**src/hw/vsps_defines.svh**
```systemverilog
// Constants for the start-up and phase sequencer
`ifndef VSPS_DEFINES_SVH
`define VSPS_DEFINES_SVH
`define VSPS_CLK_MHZ        200
`define VSPS_US_CYC         (`VSPS_CLK_MHZ)
`define VSPS_SP_W           10
`define VSPS_LSB_UV         2500
`define VSPS_VID_TOP_CODE   10'h258
`define VSPS_VID_STEP_CODE  10'h005
`define VSPS_BOOT_CODE      10'h1B8
`define VSPS_RATE_SOFT_UV   2500
`define VSPS_RATE_SLEW_UV   5000
`define VSPS_STEP_SOFT      3'(`VSPS_RATE_SOFT_UV / `VSPS_LSB_UV)
`define VSPS_STEP_SLEW      3'(`VSPS_RATE_SLEW_UV / `VSPS_LSB_UV)
`define VSPS_STEP_FAST      3'(2 * `VSPS_RATE_SLEW_UV / `VSPS_LSB_UV)
`define VSPS_WIN_DIV        14'h00A
`define VSPS_WIN_CYCLES     4'hD
`define VSPS_POWER_GOOD_FLAG_US       7000
`define VSPS_TIED_US        120
`endif

```
**src/hw/vsps_pkg.sv**
```systemverilog
// Types shared by the sequencer modules
package vsps_pkg;
   typedef enum logic [3:0] {
      VSPS_IDLE  = 4'h1,
      VSPS_DELAY = 4'h2,
      VSPS_RAMP  = 4'h4,
      VSPS_RUN   = 4'h8
   } vsps_state_t;
endpackage

```
**src/hw/vsps_ramp_if.sv**
```systemverilog
// Link between sequencer control and setpoint ramp
`timescale 1ns/10ps
`include "vsps_defines.svh"
interface vsps_ramp_if;
   logic [`VSPS_SP_W-1:0] target;    // Level to ramp to
   logic [2:0]            step;      // Codes per microsecond
   logic                  run;       // Ramp active, else zero
   logic [`VSPS_SP_W-1:0] setpoint;  // Present setpoint
   logic                  at_target; // Setpoint equals target
   modport ctl  (output target, step, run, input setpoint, at_target);
   modport ramp (input target, step, run, output setpoint, at_target);
endinterface

```
**src/hw/vsps_phase.sv**
```systemverilog
// Master clock one-shot, phase sequencer, slaves, diode emulation
`timescale 1ns/10ps
module vsps_phase (
   input  wire logic       i_clk,           // System clock
   input  wire logic       i_rst_b,         // Sync reset, active low
   input  wire logic       i_en,            // Modulator running
   input  wire logic       i_ramp_at_comp,  // Sawtooth reached comp level
   input  wire logic       i_two_phase,     // Two-phase mode
   input  wire logic [1:0] i_slave_at_win,  // Slave ripple reached window level
   input  wire logic       i_de_mode,       // Diode emulation enabled
   input  wire logic [1:0] i_sw_zero,       // Switch node reached zero
   output logic            o_master_clock,  // One-shot master pulse
   output logic [1:0]      o_phase_clock,   // Per-phase clocks
   output logic [1:0]      o_pwm,           // Slave PWM outputs
   output logic [1:0]      o_low_gate       // Low-side gate drives
);
   logic       cmp_q;      // Last comparator level
   logic       next_cmp_q;
   logic       sel_two;    // Next pulse goes to phase two
   logic       next_sel_two;
   logic [1:0] cut;        // Low side cut off until next set
   logic [1:0] next_cut;
   logic [1:0] next_pwm;
   logic [1:0] next_lg;
   logic [1:0] next_pc;
   logic       next_mc;
   // Master edge and phase routing
   always_comb begin
      next_cmp_q = i_ramp_at_comp;
      next_mc = i_en && i_ramp_at_comp && !cmp_q;
      next_sel_two = sel_two;
      next_pc = 2'h0;
      if (!i_two_phase) begin
         next_sel_two = 1'b0;
         next_pc[0] = next_mc;
      end else if (next_mc) begin
         next_pc[0] = !sel_two;
         next_pc[1] = sel_two;
         next_sel_two = !sel_two;
      end
   end
   // Slaves: set on clock, clear at window, cut low gate at zero
   genvar k;
   generate
      for (k = 0; k < 2; k++) begin : g_slave
         always_comb begin
            next_pwm[k] = o_pwm[k];
            next_cut[k] = cut[k];
            if (next_pc[k]) begin
               next_pwm[k] = 1'b1;
               next_cut[k] = 1'b0;
            end else if (i_slave_at_win[k]) begin
               next_pwm[k] = 1'b0;
            end
            if (!next_pwm[k] && i_de_mode && i_sw_zero[k] && o_low_gate[k]) begin
               next_cut[k] = 1'b1;
            end
            next_lg[k] = i_en && !next_pwm[k] && !next_cut[k];
         end
      end
   endgenerate
   // Register only
   always_ff @(posedge i_clk) begin
      if (!i_rst_b) begin
         cmp_q <= 1'b0;
         sel_two <= 1'b0;
         cut <= 2'h0;
         o_pwm <= 2'h0;
         o_low_gate <= 2'h0;
         o_phase_clock <= 2'h0;
         o_master_clock <= 1'b0;
      end else begin
         cmp_q <= next_cmp_q;
         sel_two <= next_sel_two;
         cut <= next_cut;
         o_pwm <= next_pwm;
         o_low_gate <= next_lg;
         o_phase_clock <= next_pc;
         o_master_clock <= next_mc;
      end
   end

   logic last_one; // Helper: previous routed pulse was phase one
   always_ff @(posedge i_clk) begin
      if (!i_rst_b || !i_two_phase) last_one <= 1'b0;
      else if (o_phase_clock[0]) last_one <= 1'b1;
      else if (o_phase_clock[1]) last_one <= 1'b0;
   end
endmodule

```
**src/hw/vsps_ramp.sv**
```systemverilog
// Setpoint slewer stepping once per microsecond
`timescale 1ns/10ps
`include "vsps_defines.svh"
module vsps_ramp (
   input  wire logic   i_clk,   // System clock
   input  wire logic   i_rst_b, // Sync reset, active low
   vsps_ramp_if.ramp   lnk      // Control link
);
   localparam int UC = `VSPS_US_CYC;
   logic [7:0]            us_cnt;       // Microsecond divider
   logic [7:0]            next_us_cnt;
   logic                  tick;         // One-cycle microsecond enable
   logic [`VSPS_SP_W-1:0] sp;           // Setpoint register
   logic [`VSPS_SP_W-1:0] next_sp;
   generate
      if (UC < 2 || UC > 256) begin : g_chk
         $error("divider out of range");
      end
   endgenerate
   assign tick = (us_cnt == 8'(UC - 1));
   assign lnk.setpoint = sp;
   assign lnk.at_target = (sp == lnk.target);
   // Next divider and setpoint; moves by step, never overshoots
   always_comb begin
      next_us_cnt = tick ? 8'h00 : us_cnt + 8'h01;
      next_sp = sp;
      if (!lnk.run) begin
         next_sp = '0; // Idle discharges setpoint
         next_us_cnt = 8'h00;
      end else if (tick) begin
         if (lnk.target > sp) begin
            next_sp = (lnk.target - sp > `VSPS_SP_W'(lnk.step)) ? sp + `VSPS_SP_W'(lnk.step) : lnk.target;
         end else if (lnk.target < sp) begin
            next_sp = (sp - lnk.target > `VSPS_SP_W'(lnk.step)) ? sp - `VSPS_SP_W'(lnk.step) : lnk.target;
         end
      end
   end
   // Register only
   always_ff @(posedge i_clk) begin
      if (!i_rst_b) begin
         us_cnt <= 8'h00;
         sp <= '0;
      end else begin
         us_cnt <= next_us_cnt;
         sp <= next_sp;
      end
   end
endmodule

```
**src/hw/vsps_top.sv**
```systemverilog
// Start-up sequencer top: enable, soft-start, window count, outputs
`timescale 1ns/10ps
`include "vsps_defines.svh"
// Functional notes
// - Start only with supply good and enable
// - Processor mode soft-starts to 1.1V boot
// - 13 in-window cycles: clock enable, slew
// - Power good about 7ms after start
// - Tied enable: start 120us after supply
// - Graphics ramps to target; sleep doubles rate
// - Graphics: clock enable after 13 cycles
// - Two-phase: pulses alternate between phases
// - Single-phase: phase one only
// - Master one-shot when ramp meets comp
// - Slave sets on clock, clears at window
// - Diode emulation cuts low gate at zero
// - Code zero is 1.5V, 12.5mV per step
module vsps_top #(
   parameter int POWER_GOOD_FLAG_CYC = `VSPS_POWER_GOOD_FLAG_US * `VSPS_CLK_MHZ, // Start to power good
   parameter int TIED_CYC  = `VSPS_TIED_US * `VSPS_CLK_MHZ   // Tied-enable delay
) (
   input  wire logic                  i_clk,                  // 200 MHz clock
   input  wire logic                  i_rst_b,                // Sync reset, active low
   input  wire logic                  i_supply_por_ok,        // Supply above POR level
   input  wire logic                  i_regulator_on_request, // Enable request
   input  wire logic                  i_gpu_mode,             // Graphics configuration
   input  wire logic                  i_deeper_sleep_select,  // Doubles graphics rate
   input  wire logic [6:0]            i_voltage_id_code,      // Target code
   input  wire logic [`VSPS_SP_W-1:0] i_vout_code,            // Measured output, setpoint units
   input  wire logic                  i_ramp_at_comp,         // Sawtooth reached comp
   input  wire logic                  i_two_phase,            // Two-phase mode
   input  wire logic [1:0]            i_slave_at_window,      // Slave ripple at window
   input  wire logic                  i_diode_emulation_mode, // Diode emulation mode
   input  wire logic [1:0]            i_switch_node_zero,     // Switch node at zero
   output logic [`VSPS_SP_W-1:0]      o_setpoint,             // Internal setpoint
   output logic                       o_clk_en_b,             // Clock enable, active low
   output logic                       o_power_good_flag,      // Power good
   output logic                       o_master_clock,         // Master one-shot
   output logic                       o_phase_one_clock,      // Phase one clock
   output logic                       o_phase_two_clock,      // Phase two clock
   output logic [1:0]                 o_pwm,                  // Slave PWM
   output logic [1:0]                 o_low_side_gate         // Low-side gates
);
   // Counter widths follow the timer limits
   localparam int PW = $clog2(POWER_GOOD_FLAG_CYC + 1);
   localparam int TW = $clog2(TIED_CYC + 1);

   // A zero timer would leave the counters without an end
   generate
      if (POWER_GOOD_FLAG_CYC < 1 || TIED_CYC < 1) begin : g_chk
         $error("timer counts must be positive");
      end
   endgenerate

   // Sequencer state, timers and window terms
   vsps_ramp_if lnk ();              // Ramp link
   vsps_pkg::vsps_state_t state;     // Sequencer state
   vsps_pkg::vsps_state_t next_state;
   logic                  fresh;     // Enable already high at supply rise
   logic                  next_fresh;
   logic [TW-1:0]         dly_cnt;   // Tied-enable delay counter
   logic [TW-1:0]         next_dly_cnt;
   logic [PW-1:0]         pg_cnt;    // Start-to-power-good counter
   logic [PW-1:0]         next_pg_cnt;
   logic [3:0]            win_cnt;   // Consecutive in-window cycles
   logic [3:0]            next_win_cnt;
   logic                  next_clk_en_b;
   logic                  next_pg;

   logic                  enabled;   // Supply good and request high
   logic [`VSPS_SP_W-1:0] vid_lvl;   // Decoded target
   logic [`VSPS_SP_W-1:0] tgt;       // Level for ramp and window
   logic [`VSPS_SP_W-1:0] diff;      // Distance of output from level
   logic                  in_win;    // Output within 10 percent
   logic [1:0]            pclk;      // Phase clocks

   // Codes past the zero level wrap; the host never sends them
   // Target decode: top code minus a step per count
   assign vid_lvl = `VSPS_VID_TOP_CODE - `VSPS_SP_W'(i_voltage_id_code) * `VSPS_VID_STEP_CODE;
   assign enabled = i_supply_por_ok && i_regulator_on_request;

   // Ramp target and rate by configuration and phase of start-up
   always_comb begin
      lnk.run = (state == vsps_pkg::VSPS_RAMP) || (state == vsps_pkg::VSPS_RUN);
      if (i_gpu_mode) begin
         // Graphics: straight to the coded level
         tgt = vid_lvl;
         lnk.step = i_deeper_sleep_select ? `VSPS_STEP_FAST : `VSPS_STEP_SLEW;
      end else if (state == vsps_pkg::VSPS_RUN) begin
         // Processor: boot level first, then the coded level
         tgt = vid_lvl;
         lnk.step = `VSPS_STEP_SLEW;
      end else begin
         tgt = `VSPS_BOOT_CODE;
         lnk.step = `VSPS_STEP_SOFT;
      end
      // Window and ramp share one level
      lnk.target = tgt;
   end

   // Window test; product kept wide so it cannot wrap
   // Exactly 10 percent off still counts as inside
   always_comb begin
      diff = (i_vout_code >= tgt) ? i_vout_code - tgt : tgt - i_vout_code;
      in_win = (14'(diff) * `VSPS_WIN_DIV) <= 14'(tgt);
   end

   // Sequencer next state and counters
   always_comb begin
      // Hold everything unless a branch moves it
      next_state = state;
      next_fresh = fresh;
      next_dly_cnt = dly_cnt;
      next_pg_cnt = pg_cnt;
      next_win_cnt = win_cnt;
      next_clk_en_b = o_clk_en_b;
      next_pg = o_power_good_flag;

      if (!i_supply_por_ok) begin
         next_fresh = 1'b1; // Rearm tied detection on supply loss
      end

      unique case (state)
         // Waiting: timers clear, outputs released
         vsps_pkg::VSPS_IDLE: begin
            next_dly_cnt = '0;
            next_pg_cnt = '0;
            next_win_cnt = 4'h0;
            next_clk_en_b = 1'b1;
            next_pg = 1'b0;
            // Supply present: a later request is not tied
            if (i_supply_por_ok) begin
               next_fresh = 1'b0;
            end
            // Request with supply: a tied start waits first
            if (enabled) begin
               next_state = fresh ? vsps_pkg::VSPS_DELAY : vsps_pkg::VSPS_RAMP;
            end
         end

         // Tied request: hold off the ramp
         vsps_pkg::VSPS_DELAY: begin
            next_dly_cnt = dly_cnt + TW'(1);
            next_pg_cnt = pg_cnt + PW'(1);
            // Power-good timer already runs here
            if (dly_cnt == TW'(TIED_CYC - 1)) begin
               next_state = vsps_pkg::VSPS_RAMP;
            end
         end

         // Soft-start: count in-window master pulses
         vsps_pkg::VSPS_RAMP: begin
            if (pg_cnt != PW'(POWER_GOOD_FLAG_CYC)) begin
               next_pg_cnt = pg_cnt + PW'(1);
            end
            // Any miss restarts the run of cycles
            if (!in_win) begin
               next_win_cnt = 4'h0;
            end else if (o_master_clock) begin
               next_win_cnt = win_cnt + 4'h1;
            end
            // Thirteenth pulse counted: release the clocks
            if (win_cnt == `VSPS_WIN_CYCLES) begin
               next_clk_en_b = 1'b0;
               next_state = vsps_pkg::VSPS_RUN;
            end
         end

         // Regulating: timer saturates, flag follows
         vsps_pkg::VSPS_RUN: begin
            if (pg_cnt != PW'(POWER_GOOD_FLAG_CYC)) begin
               next_pg_cnt = pg_cnt + PW'(1);
            end else begin
               next_pg = 1'b1;
            end
         end
      endcase

      // Loss of either term ends start-up; the ramp then discharges
      if (!enabled && state != vsps_pkg::VSPS_IDLE) begin
         next_state = vsps_pkg::VSPS_IDLE; // drop of enable aborts
         next_clk_en_b = 1'b1;
         next_pg = 1'b0;
      end
   end

   // Register only
   // Reset releases clock enable and drops power good
   always_ff @(posedge i_clk) begin
      if (!i_rst_b) begin
         state <= vsps_pkg::VSPS_IDLE;
         fresh <= 1'b1;
         dly_cnt <= '0;
         pg_cnt <= '0;
         win_cnt <= 4'h0;
         o_clk_en_b <= 1'b1;
         o_power_good_flag <= 1'b0;
      end else begin
         state <= next_state;
         fresh <= next_fresh;
         dly_cnt <= next_dly_cnt;
         pg_cnt <= next_pg_cnt;
         win_cnt <= next_win_cnt;
         o_clk_en_b <= next_clk_en_b;
         o_power_good_flag <= next_pg;
      end
   end

   // Setpoint slewer
   vsps_ramp u_ramp (
      .i_clk   (i_clk),
      .i_rst_b (i_rst_b),
      .lnk     (lnk)
   );
   assign o_setpoint = lnk.setpoint;

   // Modulator digital part runs once soft-start is under way
   vsps_phase u_phase (
      .i_clk          (i_clk),
      .i_rst_b        (i_rst_b),
      .i_en           (lnk.run),
      .i_ramp_at_comp (i_ramp_at_comp),
      .i_two_phase    (i_two_phase),
      .i_slave_at_win (i_slave_at_window),
      .i_de_mode      (i_diode_emulation_mode),
      .i_sw_zero      (i_switch_node_zero),
      .o_master_clock (o_master_clock),
      .o_phase_clock  (pclk),
      .o_pwm          (o_pwm),
      .o_low_gate     (o_low_side_gate)
   );
   // Phase clocks leave the top as two pins
   assign o_phase_one_clock = pclk[0];
   assign o_phase_two_clock = pclk[1];
endmodule

```
**config.mk**
```make
export PLATFORM = sky130hd
export DESIGN_NAME = vsps_top
export DESIGN_NICKNAME = d
export VERILOG_FILES = /design/src/hw/vsps_pkg.sv /design/src/hw/vsps_ramp_if.sv /design/src/hw/vsps_phase.sv /design/src/hw/vsps_ramp.sv /design/src/hw/vsps_top.sv
export VERILOG_INCLUDE_DIRS = /design/src /design/src/hw
export SDC_FILE = /design/constraint.sdc
export NUM_CORES = 1
export LEC_CHECK = 0
export ABC_AREA = 1
export BUFFER_PORTS_ARGS = -buffer_cell sky130_fd_sc_hd__buf_2
export CAP_MARGIN = 0
export CORE_MARGIN = 5
export CORE_UTILIZATION = 50
export CTS_BUF_LIST = sky130_fd_sc_hd__clkbuf_4 sky130_fd_sc_hd__clkbuf_8 sky130_fd_sc_hd__clkbuf_16
export CTS_CLUSTER_DIAMETER = 80
export DETAILED_ROUTE_END_ITERATION = 12
export PLACE_DENSITY = 0.64
export SYNTH_ARGS = -nofsm -noshare
export SYNTH_HDL_FRONTEND = slang
export SYNTH_SLANG_ARGS = --single-unit
```
**constraint.sdc**
```tcl
create_clock -name i_clk -period 8.2 [get_ports i_clk]
set_input_delay 1.64 -clock i_clk [delete_from_list [all_inputs] [get_ports i_clk]]
set_output_delay 1.64 -clock i_clk [all_outputs]
set_load 0.01 [all_outputs]
```
==> impl_table.tex, run 1 <==
\begin{tabular}{lr}
\hline
Metric & Value \\
\hline
\multicolumn{2}{l}{\textbf{Run status}} \\
\quad Status & finished clean \\
\multicolumn{2}{l}{\textbf{CTS}} \\
\quad Sink count of the clock tree & 76 \\
\quad Clock tree from TritonCTS & built \\
\quad H-tree Lvls & 3 \\
\quad Hold bufs inserted after CTS & 0 \\
\quad Longest Clk Path Bufs & 2 \\
\quad Clock latency on the worst-skew pair & 0.34 ns \\
\quad Number of buffers added by the clock tree synthesis step & 9 \\
\quad Clock root buffer master & sky130\_fd\_sc\_hd\_\_clkbuf\_16 \\
\quad Clock edge transition at the registers on the reported setup and hold paths & roughly 0.06 ns \\
\multicolumn{2}{l}{\textbf{STA}} \\
\quad Crit share post-route & 0.918 \\
\quad Final setup skew & 0.00991 ns \\
\quad Slew Limit Fails & 0 \\
\quad Highest attainable clock frequency & approximately 130 MHz \\
\quad Max-Slew Margin vs Limit & 0.360 \\
\quad Setup TNS & 0 ns \\
\quad Final Hold Viols & 0 \\
\quad Count of endpoints failing setup in the final report & 0 \\
\quad RSZ-0062 raised after global routing & false \\
\quad Period minus WS final & around 7.5 ns \\
\quad Transition time at the pin with the least slew margin & 0.957 ns \\
\multicolumn{2}{l}{\textbf{Worst setup path}} \\
\quad CP startpoint kind & primary input \\
\quad Worst r2r dst & win\_cnt[3] \\
\quad Worst R2R Path Depth & 36 \\
\quad Worst path slowest cell & sky130\_fd\_sc\_hd\_\_fa\_1 \\
\quad Critical setup path kind & in2reg \\
\quad Startpoint of the lowest-slack register-to-register path & state[3] \\
\quad Delay of the slowest critical-path stage & 0.44 ns \\
\quad Peak fanout along the critical path & 10 \\
\quad Data required, critical path & 8.46 ns \\
\quad Worst reg2reg setup slack & 2.30 ns \\
\quad Critical path's most frequent cell & sky130\_fd\_sc\_hd\_\_nand2\_1 \\
\quad Arrival time of the worst setup path & 7.78 ns \\
\quad Category of the worst setup path capture point & flop \\
\multicolumn{2}{l}{\textbf{Synthesis}} \\
\quad Flip-flop and latch count after synthesis & 76 \\
\quad Number of synthesis warnings & 0 \\
\quad Synthesized netlist net count & 1265 \\
\quad Top post-synthesis cells by area & sky130\_fd\_sc\_hd\_\_dfxtp\_1, sky130\_fd\_sc\_hd\_\_ha\_1, sky130\_fd\_sc\_hd\_\_nand2\_1 \\
\quad Sequential-to-total area share from yosys stat & 0.207 \\
\quad Most area-hungry cell type in the Yosys netlist & sky130\_fd\_sc\_hd\_\_dfxtp\_1 \\
\quad Average footprint of a synthesized cell & 6.47 sq um \\
\quad Gate count of the mapped netlist & 1138 \\
\quad Commonest register cell after synthesis & sky130\_fd\_sc\_hd\_\_dfxtp\_1 \\
\quad Synth cell types & between 50 and 60 \\
\quad Total standard cell area after synthesis & 7360 sq um \\
\quad Share of flip-flops with an asynchronous set or reset & 0 \\
\quad Post-synth EDFFs & 0 \\
\quad Portion of synthesized cell area occupied by the leading cell type & 0.207 \\
\multicolumn{2}{l}{\textbf{Pwr}} \\
\quad Sum of internal, switching and leakage power & $\sim$1.8 mW \\
\quad Static power due to leakage & 4.00 nW \\
\quad Ratio of total power to cell area & 220 nW/um\^{}2 \\
\quad Worst supply voltage drop on vdd & 0.205 mV \\
\multicolumn{2}{l}{\textbf{Route}} \\
\quad Routed wire length & about 19000 microns \\
\quad Post-route antenna net violation count & 0 \\
\quad Detailed-route DRC error count & 0 \\
\quad Average wire per standard cell & about 14 microns \\
\quad DRT Pass-1 Iters & 5 \\
\quad Via count & 7202 \\
\quad Vias per cell & 5.22 \\
\quad Number of design-rule violations left by the first detailed-router iteration & between 500 and 600 \\
\multicolumn{2}{l}{\textbf{GRT}} \\
\quad Initial antenna violation count & 0 \\
\quad Overall overflow remaining after global route & 0 \\
\quad Total global routing track utilization & 0.212 \\
\quad Number of global-route vias before repair & 6393 \\
\quad Global-route wire length before repair & 31200 microns \\
\quad Largest net degree at the start of global routing & 21 \\
\multicolumn{2}{l}{\textbf{Placement}} \\
\quad RD Place Congestion & around 0.93 \\
\quad Port buffer count & 48 \\
\quad Total half-perimeter wirelength after legalization and detailed placement & 15000 microns \\
\multicolumn{2}{l}{\textbf{Final layout}} \\
\quad Area of the multi-input gates & approximately 5000 sq um \\
\quad Fraction of the core area covered by cells at the end of the flow & 0.562 \\
\quad Area added between synthesis and finish & 10.6\% \\
\quad Fraction of final layout cells sized beyond drive strength 1 & 0.0962 \\
\quad Final net count & about 1300 \\
\quad Fill cell count & about 1500 \\
\quad Antenna diode count & 0 \\
\quad Area of all sequential standard cells & 1520 sq um \\
\multicolumn{2}{l}{\textbf{Min path}} \\
\quad Hold wc startpoint & u\_ramp.us\_cnt[0] \\
\quad Capture endpoint of the worst hold path & u\_ramp.us\_cnt[0] \\
\quad Hold Crit Depth & 1 \\
\quad Worst min path class & reg2reg \\
\multicolumn{2}{l}{\textbf{Floorplan}} \\
\quad Die Ht & 131 microns \\
\quad Width of the die & 131 microns \\
\quad Starting utilization of the core area & 0.508 \\
\quad Count of boundary I/O pins & 49 \\
\quad Overall die area & 17200 sq um \\
\quad Core ar. & about 14000 sq um \\
\quad Number of cell rows & 44 \\
\multicolumn{2}{l}{\textbf{Job}} \\
\quad MaxCap Viol Count & 0 \\
\hline
\end{tabular}
worst max-delay path by stage:
stage | from | end | slack (ns) | cells after the start
after CTS | i_voltage_id_code[0] | win_cnt[2] | 0.64 | 43
after global placement | i_voltage_id_code[0] | win_cnt[2] | 0.41 | 44
after global routing | i_voltage_id_code[0] | win_cnt[1] | 0.004 | 42
after floorplan | i_voltage_id_code[0] | win_cnt[2] | 0.91 | 43
final | i_voltage_id_code[0] | win_cnt[3] | 0.67 | 41
after detailed placement | i_voltage_id_code[0] | win_cnt[2] | 0.28 | 43
worst max-delay path, delay by kind of cell:
kind / cells / cell delay, ns
multiplexers: 1 / 0.23
AO/OA/AOI/OAI: 3 / 0.45
XOR/XNOR: 2 / 0.31
adder cells (fa/ha/maj): 8 / 2.41
buffers and inverters: 9 / 0.88
AND/OR/NAND/NOR: 18 / 1.81
power by group:
part / internal (mW) / switching, mW / leakage (nW) / total (mW)
sequential: 0.381 / 0.00984 / 0.613 / 0.391
clock: 0.224 / 0.152 / 0.142 / 0.375
combinational: 0.391 / 0.632 / 3.24 / 1.02
total: 0.996 / 0.793 / 4.00 / 1.79
sequential cells by signal (all words and copies together), names as in the netlist, 2 cells and up:
register	count
u_phase.o_pwm	2
win_cnt	4
u_phase.o_phase_clock	2
state	4
u_phase.o_low_gate	2
u_phase.cut	2
pg_cnt	21
dly_cnt	15
u_ramp.us_cnt	8
u_ramp.lnk.setpoint	10
layout make-up:
cell class	instances	area share
multi-input cells	835	0.613
flip-flops and latches	76	0.187
inverters	210	0.0968
repair buffers	60	0.0406
clock buffers	12	0.0320
well taps	184	0.0283
clock inverters	3	0.00277
cells by family (layout without fill, tap and decap cells):
| family | after synthesis | after routing | share of synthesized area |
|---|---|---|---|
| fa+ha+maj | 97 | 97 | 0.174 |
| buf+inv | 227 | 285 | 0.120 |
| compound gates | 187 | 187 | 0.148 |
| mux | 2 | 2 | 0.00272 |
| xor+xnor | 40 | 40 | 0.0476 |
| simple gates | 509 | 509 | 0.301 |
| flops | 76 | 76 | 0.207 |
per-layer routing:
| layer | routed length (microns) | global-route usage |
|---|---|---|
| met5 | 0 | 0 |
| met4 | 276 | 0.0554 |
| met3 | 1050 | 0.0264 |
| met2 | 8070 | 0.324 |
| met1 | 9490 | 0.315 |
repair_timing:
action / CTS / global route
resized for setup: 0 / 9
buffers inserted: 0 / 1
endpoints found under the setup margin: 0 / 4
cells in the final DEF, fill, tap and decap left out, types with 6 or more instances in the layout:
cell,netlist,final
sky130_fd_sc_hd__fa_1,9,9
sky130_fd_sc_hd__inv_1,203,202
sky130_fd_sc_hd__o21ai_0,34,34
sky130_fd_sc_hd__xor2_1,30,30
sky130_fd_sc_hd__inv_2,5,6
sky130_fd_sc_hd__a21oi_1,82,80
sky130_fd_sc_hd__ha_1,88,85
sky130_fd_sc_hd__clkbuf_16,0,9
sky130_fd_sc_hd__nand4_1,24,24
sky130_fd_sc_hd__nand2_1,259,259
sky130_fd_sc_hd__xnor2_1,10,10
sky130_fd_sc_hd__o21ai_1,23,23
sky130_fd_sc_hd__o21bai_1,6,6
sky130_fd_sc_hd__nor2_1,95,93
sky130_fd_sc_hd__buf_2,3,48
sky130_fd_sc_hd__buf_4,3,12
sky130_fd_sc_hd__nand3_1,71,71
sky130_fd_sc_hd__nor3_1,28,28
sky130_fd_sc_hd__dfxtp_1,76,76
cell usage after synthesis, types with 4 or more instances:
cell and instances:
sky130_fd_sc_hd__a211oi_1 5, sky130_fd_sc_hd__a21oi_1 82, sky130_fd_sc_hd__a22oi_1 4, sky130_fd_sc_hd__clkbuf_1 6, sky130_fd_sc_hd__dfxtp_1 76, sky130_fd_sc_hd__fa_1 9, sky130_fd_sc_hd__ha_1 88, sky130_fd_sc_hd__inv_1 203
sky130_fd_sc_hd__inv_2 5, sky130_fd_sc_hd__nand2_1 259, sky130_fd_sc_hd__nand2_2 5, sky130_fd_sc_hd__nand3_1 71, sky130_fd_sc_hd__nand4_1 24, sky130_fd_sc_hd__nor2_1 95, sky130_fd_sc_hd__nor3_1 28, sky130_fd_sc_hd__nor4_1 4
sky130_fd_sc_hd__o21a_1 4, sky130_fd_sc_hd__o21ai_0 34, sky130_fd_sc_hd__o21ai_1 23, sky130_fd_sc_hd__o21bai_1 6, sky130_fd_sc_hd__or2_2 4, sky130_fd_sc_hd__xnor2_1 10, sky130_fd_sc_hd__xor2_1 30
per-stage QoR:
stage	setup WS, ns	area (sq um)	cells	hold slack, ns
floorplan	0.911	7360	1138	0.418
global placement	0.406	7820	1364	0.432
detailed placement	0.279	7820	1364	0.440
CTS	0.635	8100	1379	0.453
global route	0.00391	8140	1380	0.480
finish	0.675	8140	1380	0.447
(Power assumes the default switching activity.)
==> run 2, diff against run 1 <==
==> constraint.sdc (replaced) <==
create_clock -name i_clk -period 8.4 [get_ports i_clk]
set_input_delay 1.68 -clock i_clk [delete_from_list [all_inputs] [get_ports i_clk]]
set_output_delay 1.68 -clock i_clk [all_outputs]
set_load 0.01 [all_outputs]
==> impl_table.tex, run 2 (synthesis results as in run 1) <==
\begin{tabular}{lr}
\hline
Metric & Value \\
\hline
\multicolumn{2}{l}{\textbf{Run status}} \\
\quad Status & finished clean \\
\multicolumn{2}{l}{\textbf{Pwr}} \\
\quad Ratio of total power to cell area & 220 nW/um\^{}2 \\
\quad Worst supply voltage drop on vdd & 0.198 mV \\
\quad Static power due to leakage & 4.02 nW \\
\multicolumn{2}{l}{\textbf{Placement}} \\
\quad Placed standard-cell area & 7790 sq um \\
\quad Total instance count after detailed placement & around 1400 \\
\quad RD Place Congestion & 0.938 \\
\quad Port buffer count & 48 \\
\quad Pre-CTS setup slack & 0.311 ns \\
\quad Total half-perimeter wirelength after legalization and detailed placement & about 15000 microns \\
\multicolumn{2}{l}{\textbf{Final layout}} \\
\quad Most common cell after layout, fill and taps aside & sky130\_fd\_sc\_hd\_\_nand2\_1 \\
\quad Leading cell types in the layout, fill and taps excluded & sky130\_fd\_sc\_hd\_\_nand2\_1, sky130\_fd\_sc\_hd\_\_inv\_1, sky130\_fd\_sc\_hd\_\_nor2\_1, sky130\_fd\_sc\_hd\_\_ha\_1, sky130\_fd\_sc\_hd\_\_a21oi\_1 \\
\quad Register containing the most flip-flops in the final layout & pg\_cnt \\
\quad Count of placed standard cells in the final layout, fillers left out & 1379 \\
\quad Antenna diode count & 0 \\
\quad Fraction of the core area covered by cells at the end of the flow & 0.563 \\
\quad Final net count & 1317 \\
\quad Area added between synthesis and finish & 10.7\% \\
\quad Non-Filler Cell Area, Final & 8150 sq um \\
\quad Largest register FFs & 21 \\
\quad Area of the multi-input gates & 4950 sq um \\
\quad Fraction of final layout cells sized beyond drive strength 1 & 0.0879 \\
\quad Area of all sequential standard cells & about 1500 sq um \\
\quad Fill cell count & 1472 \\
\multicolumn{2}{l}{\textbf{STA}} \\
\quad Setup TNS & 0 ns \\
\quad Final setup skew & about 0.0088 ns \\
\quad Final Hold Viols & 0 \\
\quad Period minus WS final & 7.69 ns \\
\quad RSZ-0062 raised after global routing & false \\
\quad Count of endpoints failing setup in the final report & 0 \\
\quad Smallest setup slack after layout & 0.711 ns \\
\quad Max-Slew Margin vs Limit & 0.406 \\
\quad Slew Limit Fails & 0 \\
\quad Crit share post-route & 0.915 \\
\quad Transition time at the pin with the least slew margin & 0.887 ns \\
\quad Highest attainable clock frequency & about 130 MHz \\
\multicolumn{2}{l}{\textbf{Job}} \\
\quad MaxCap Viol Count & 0 \\
\multicolumn{2}{l}{\textbf{Min path}} \\
\quad Worst min path class & reg2reg \\
\multicolumn{2}{l}{\textbf{Worst setup path}} \\
\quad Data required, critical path & 8.64 ns \\
\quad Peak fanout along the critical path & 5 \\
\quad Worst reg2reg setup slack & 2.13 ns \\
\quad Worst path slowest cell & sky130\_fd\_sc\_hd\_\_fa\_1 \\
\quad Delay of the slowest critical-path stage & 0.44 ns \\
\quad Critical setup path kind & in2reg \\
\quad Arrival time of the worst setup path & just under 8 ns \\
\quad Critical path's most frequent cell & sky130\_fd\_sc\_hd\_\_nand2\_1 \\
\quad Category of the worst setup path capture point & flop \\
\quad CP startpoint kind & primary input \\
\multicolumn{2}{l}{\textbf{Route}} \\
\quad Number of design-rule violations left by the first detailed-router iteration & 439 \\
\quad DRT Pass-1 Iters & 6 \\
\quad Routed wire length & 19000 microns \\
\quad Post-route antenna net violation count & 0 \\
\quad Detailed-route DRC error count & 0 \\
\quad Vias per cell & between 5 and 6 \\
\quad Via count & approximately 7200 \\
\quad Average wire per standard cell & between 10 and 15 microns \\
\multicolumn{2}{l}{\textbf{CTS}} \\
\quad Clock root buffer master & sky130\_fd\_sc\_hd\_\_clkbuf\_16 \\
\quad Clock edge transition at the registers on the reported setup and hold paths & 0.06 ns \\
\quad Number of buffers added by the clock tree synthesis step & 9 \\
\quad Post-CTS repair timing setup buffer count & 0 \\
\quad H-tree Lvls & 3 \\
\quad Clock latency on the worst-skew pair & 0.34 ns \\
\quad Clock tree from TritonCTS & built \\
\quad Sink count of the clock tree & 76 \\
\quad Post-cts sizing count & 0 \\
\quad Longest Clk Path Bufs & 2 \\
\quad Hold bufs inserted after CTS & 0 \\
\multicolumn{2}{l}{\textbf{Floorplan}} \\
\quad Starting utilization of the core area & 0.508 \\
\quad Number of cell rows & 44 \\
\quad Core ar. & 14500 sq um \\
\quad Die Ht & 131 microns \\
\quad Width of the die & 131 microns \\
\quad Overall die area & 17200 sq um \\
\quad Count of boundary I/O pins & between 40 and 50 \\
\multicolumn{2}{l}{\textbf{GRT}} \\
\quad Overall overflow remaining after global route & 0 \\
\quad Number of global-route vias before repair & 6622 \\
\quad Largest net degree at the start of global routing & 21 \\
\quad Global-route wire length before repair & between 30000 and 40000 microns \\
\quad Initial antenna violation count & 0 \\
\quad Total global routing track utilization & 0.214 \\
\hline
\end{tabular}
==> run 2: worst paths after layout <==
check | start | end | depth (start not counted)
max | i_voltage_id_code[0] | win_cnt[2] | 44
min | u_ramp.us_cnt[0] | u_ramp.us_cnt[0] | 1
max reg2reg | state[3] | win_cnt[2] | 34
min reg2reg | u_ramp.us_cnt[0] | u_ramp.us_cnt[0] | 1
==> run 2: routing by layer <==
metal / track usage / vias up / share of wire
li1: - / 3799 / -
met1: 0.308 / 3127 / 0.50
met2: 0.326 / 184 / 0.42
met3: 0.0371 / 42 / 0.059
met4: 0.0720 / 0 / 0.028
met5: 0 / - / 0
==> run 2: through the flow <==
step	power, mW	hold slack (ns)
after global routing	1.98	0.470
after CTS	1.80	0.453
after floorplan	1.15	0.418
final	1.79	0.446
after detailed placement	1.36	0.441
after global placement	1.35	0.431
==> run 2: layout make-up <==
type | count | share of cell area
clock buffer | 11 | 0.0310
clock inverter | 5 | 0.0101
inverter | 210 | 0.0968
multi-input combinational | 835 | 0.608
sequential | 76 | 0.187
tap | 184 | 0.0283
timing repair buffer | 58 | 0.0387
==> run 2: worst max-delay path, delay by kind of cell <==
kind | cells | cell delay [ns]
xor gates and xnor gates | 2 | 0.31
AOI/OAI and AO/OA | 1 | 0.10
adders and majority gates | 8 | 2.47
and+or+nand+nor | 24 | 2.29
buffers and inverters | 8 | 0.80
muxes | 1 | 0.28
==> run 2: report_power, final <==
| part | switching (mW) | leakage, nW | internal, mW | total (mW) |
|---|---|---|---|---|
| clock | 0.158 | 0.166 | 0.277 | 0.435 |
| sequential | 0.00955 | 0.613 | 0.372 | 0.381 |
| combinational | 0.603 | 3.24 | 0.375 | 0.978 |
==> run 3, diff against run 2 <==
--- a/config.mk
+++ b/config.mk
@@ -15,6 +15,7 @@
 export CTS_CLUSTER_DIAMETER = 80
 export DETAILED_ROUTE_END_ITERATION = 12
 export PLACE_DENSITY = 0.64
+export RECOVER_POWER = 100
 export SYNTH_ARGS = -nofsm -noshare
 export SYNTH_HDL_FRONTEND = slang
 export SYNTH_SLANG_ARGS = --single-unit
==> impl_table.tex, run 3 (synthesis results as in run 1) <==
\begin{tabular}{lr}
\hline
Metric & Value \\
\hline
\multicolumn{2}{l}{\textbf{STA}} \\
\quad Max-Slew Margin vs Limit & 0.414 \\
\quad Final Hold Viols & 0 \\
\quad Slew Limit Fails & 0 \\
\quad Crit share post-route & 0.919 \\
\quad Period minus WS final & slightly below 8 ns \\
\quad Highest attainable clock frequency & 130 MHz \\
\quad Count of endpoints failing setup in the final report & 0 \\
\quad RSZ-0062 raised after global routing & false \\
\quad Smallest setup slack after layout & 0.684 ns \\
\quad Final setup skew & 0.00865 ns \\
\quad Transition time at the pin with the least slew margin & 0.876 ns \\
\quad Setup TNS & 0 ns \\
\multicolumn{2}{l}{\textbf{Min path}} \\
\quad Hold Crit Depth & 1 \\
\quad Hold wc startpoint & u\_ramp.us\_cnt[0] \\
\quad Capture endpoint of the worst hold path & u\_ramp.us\_cnt[0] \\
\quad Worst min path class & reg2reg \\
\multicolumn{2}{l}{\textbf{Pwr}} \\
\quad Worst supply voltage drop on vdd & 0.198 mV \\
\quad Flop pwr share & 0.213 \\
\quad Part of the power in the clock network & 0.242 \\
\quad Fraction of power spent switching nets & 0.428 \\
\quad Ratio of total power to cell area & 221 nW/um\^{}2 \\
\quad Internal power & 1.02 mW \\
\quad Static power due to leakage & 3.93 nW \\
\quad Net switching power & $\sim$0.77 mW \\
\quad Sum of internal, switching and leakage power & 1.79 mW \\
\quad Logic pwr share & 0.545 \\
\multicolumn{2}{l}{\textbf{Worst setup path}} \\
\quad Worst reg2reg setup slack & 2.10 ns \\
\quad Data required, critical path & 8.63 ns \\
\quad CP startpoint kind & primary input \\
\quad Startpoint of the lowest-slack register-to-register path & state[3] \\
\quad Worst R2R Path Depth & 34 \\
\quad Kind of cell adding the most delay to the critical path & adder cells \\
\quad Delay of the slowest critical-path stage & $\sim$0.44 ns \\
\quad Critical path's most frequent cell & sky130\_fd\_sc\_hd\_\_nand2\_1 \\
\quad Arrival time of the worst setup path & 7.95 ns \\
\quad Category of the worst setup path capture point & flop \\
\quad Worst path slowest cell & sky130\_fd\_sc\_hd\_\_fa\_1 \\
\quad Peak fanout along the critical path & 5 \\
\quad Buf+Inv Stages, Crit Path & 8 \\
\quad Critical setup path kind & in2reg \\
\quad Worst r2r dst & win\_cnt[2] \\
\multicolumn{2}{l}{\textbf{Route}} \\
\quad Detailed-route DRC error count & 0 \\
\quad Via count & between 7000 and 8000 \\
\quad Number of design-rule violations left by the first detailed-router iteration & 450 \\
\quad Routed wire length & 19000 microns \\
\quad Average wire per standard cell & roughly 14 microns \\
\quad DRT Pass-1 Iters & 5 \\
\quad Post-route antenna net violation count & 0 \\
\quad Vias per cell & around 5.2 \\
\multicolumn{2}{l}{\textbf{Final layout}} \\
\quad Largest register FFs & 21 \\
\quad Antenna diode count & 0 \\
\quad Fraction of final layout cells sized beyond drive strength 1 & 0.0686 \\
\quad Area added between synthesis and finish & 10.2\% \\
\quad Register containing the most flip-flops in the final layout & pg\_cnt \\
\quad Final net count & about 1300 \\
\quad Leading cell types in the layout, fill and taps excluded & sky130\_fd\_sc\_hd\_\_nand2\_1, sky130\_fd\_sc\_hd\_\_inv\_1, sky130\_fd\_sc\_hd\_\_nor2\_1, sky130\_fd\_sc\_hd\_\_ha\_1, sky130\_fd\_sc\_hd\_\_a21oi\_1 \\
\quad Non-Filler Cell Area, Final & 8110 sq um \\
\quad Most common cell after layout, fill and taps aside & sky130\_fd\_sc\_hd\_\_nand2\_1 \\
\quad Fraction of the core area covered by cells at the end of the flow & 0.560 \\
\multicolumn{2}{l}{\textbf{CTS}} \\
\quad Post-CTS repair timing setup buffer count & 0 \\
\quad Hold bufs inserted after CTS & 0 \\
\quad H-tree Lvls & 3 \\
\quad Sink count of the clock tree & 76 \\
\quad Clock root buffer master & sky130\_fd\_sc\_hd\_\_clkbuf\_16 \\
\quad Clock edge transition at the registers on the reported setup and hold paths & roughly 0.06 ns \\
\quad Number of buffers added by the clock tree synthesis step & 9 \\
\quad Clock latency on the worst-skew pair & 0.34 ns \\
\quad Post-cts sizing count & 0 \\
\quad Longest Clk Path Bufs & 2 \\
\quad Clock tree from TritonCTS & built \\
\multicolumn{2}{l}{\textbf{Job}} \\
\quad MaxCap Viol Count & 0 \\
\multicolumn{2}{l}{\textbf{Floorplan}} \\
\quad Number of cell rows & 44 \\
\quad Die Ht & $\sim$130 microns \\
\quad Overall die area & between 15000 and 20000 sq um \\
\quad Count of boundary I/O pins & $\sim$50 \\
\quad Starting utilization of the core area & 0.508 \\
\quad Width of the die & 131 microns \\
\quad Core ar. & 14500 sq um \\
\multicolumn{2}{l}{\textbf{GRT}} \\
\quad Total global routing track utilization & 0.214 \\
\quad Initial antenna violation count & 0 \\
\quad Largest net degree at the start of global routing & 21 \\
\quad Overall overflow remaining after global route & 0 \\
\quad Number of global-route vias before repair & $\sim$6600 \\
\quad Global-route wire length before repair & about 32000 microns \\
\multicolumn{2}{l}{\textbf{Placement}} \\
\quad RD Place Congestion & 0.938 \\
\quad Port buffer count & 48 \\
\quad Total half-perimeter wirelength after legalization and detailed placement & approximately 15000 microns \\
\quad Pre-CTS setup slack & 0.311 ns \\
\quad Placed standard-cell area & 7790 sq um \\
\multicolumn{2}{l}{\textbf{Run status}} \\
\quad Status & finished clean \\
\hline
\end{tabular}
==> run 3: worst max path at each step <==
stage                    startpoint         end  cells past startpoint
2_1_floorplan  i_voltage_id_code[0]  win_cnt[2]                     43
3_3_place_gp   i_voltage_id_code[0]  win_cnt[2]                     42
3_5_place_dp   i_voltage_id_code[0]  win_cnt[2]                     43
4_1_cts        i_voltage_id_code[0]  win_cnt[2]                     43
5_1_grt        i_voltage_id_code[0]  win_cnt[2]                     44
6_report       i_voltage_id_code[0]  win_cnt[2]                     44
==> run 3: metal layers <==
metal  track usage  wire [microns]
met4        0.0720             478
met1         0.308            9480
met5             0               0
met2         0.326            7970
met3        0.0371            1030
==> run 3: cell type report <==
cell class                 count  area [sq um]
timing repair buffer          58           289
fill                        1484          6360
multi-input combinational    835          4950
clock inverter                 5          82.6
clock buffer                  11           253
tap                          184           230
inverter                     210           788
sequential                    76          1520
==> run 3: power by group through the flow <==
stage               Clock [mW]  Combinational (mW)  Sequential, mW
finish                   0.433               0.976           0.382
global route             0.461                1.13           0.383
CTS                      0.444               0.973           0.381
detailed placement           0               0.969           0.389
global placement             0               0.960           0.389
floorplan                    0               0.765           0.387
==> run 3: metrics by stage <==
step           hold WS [ns]  std cells
6_report              0.446       1379
3_5_place_dp          0.441       1361
4_1_cts               0.453       1377
3_3_place_gp          0.431       1361
2_1_floorplan         0.418       1138
5_1_grt               0.470       1379
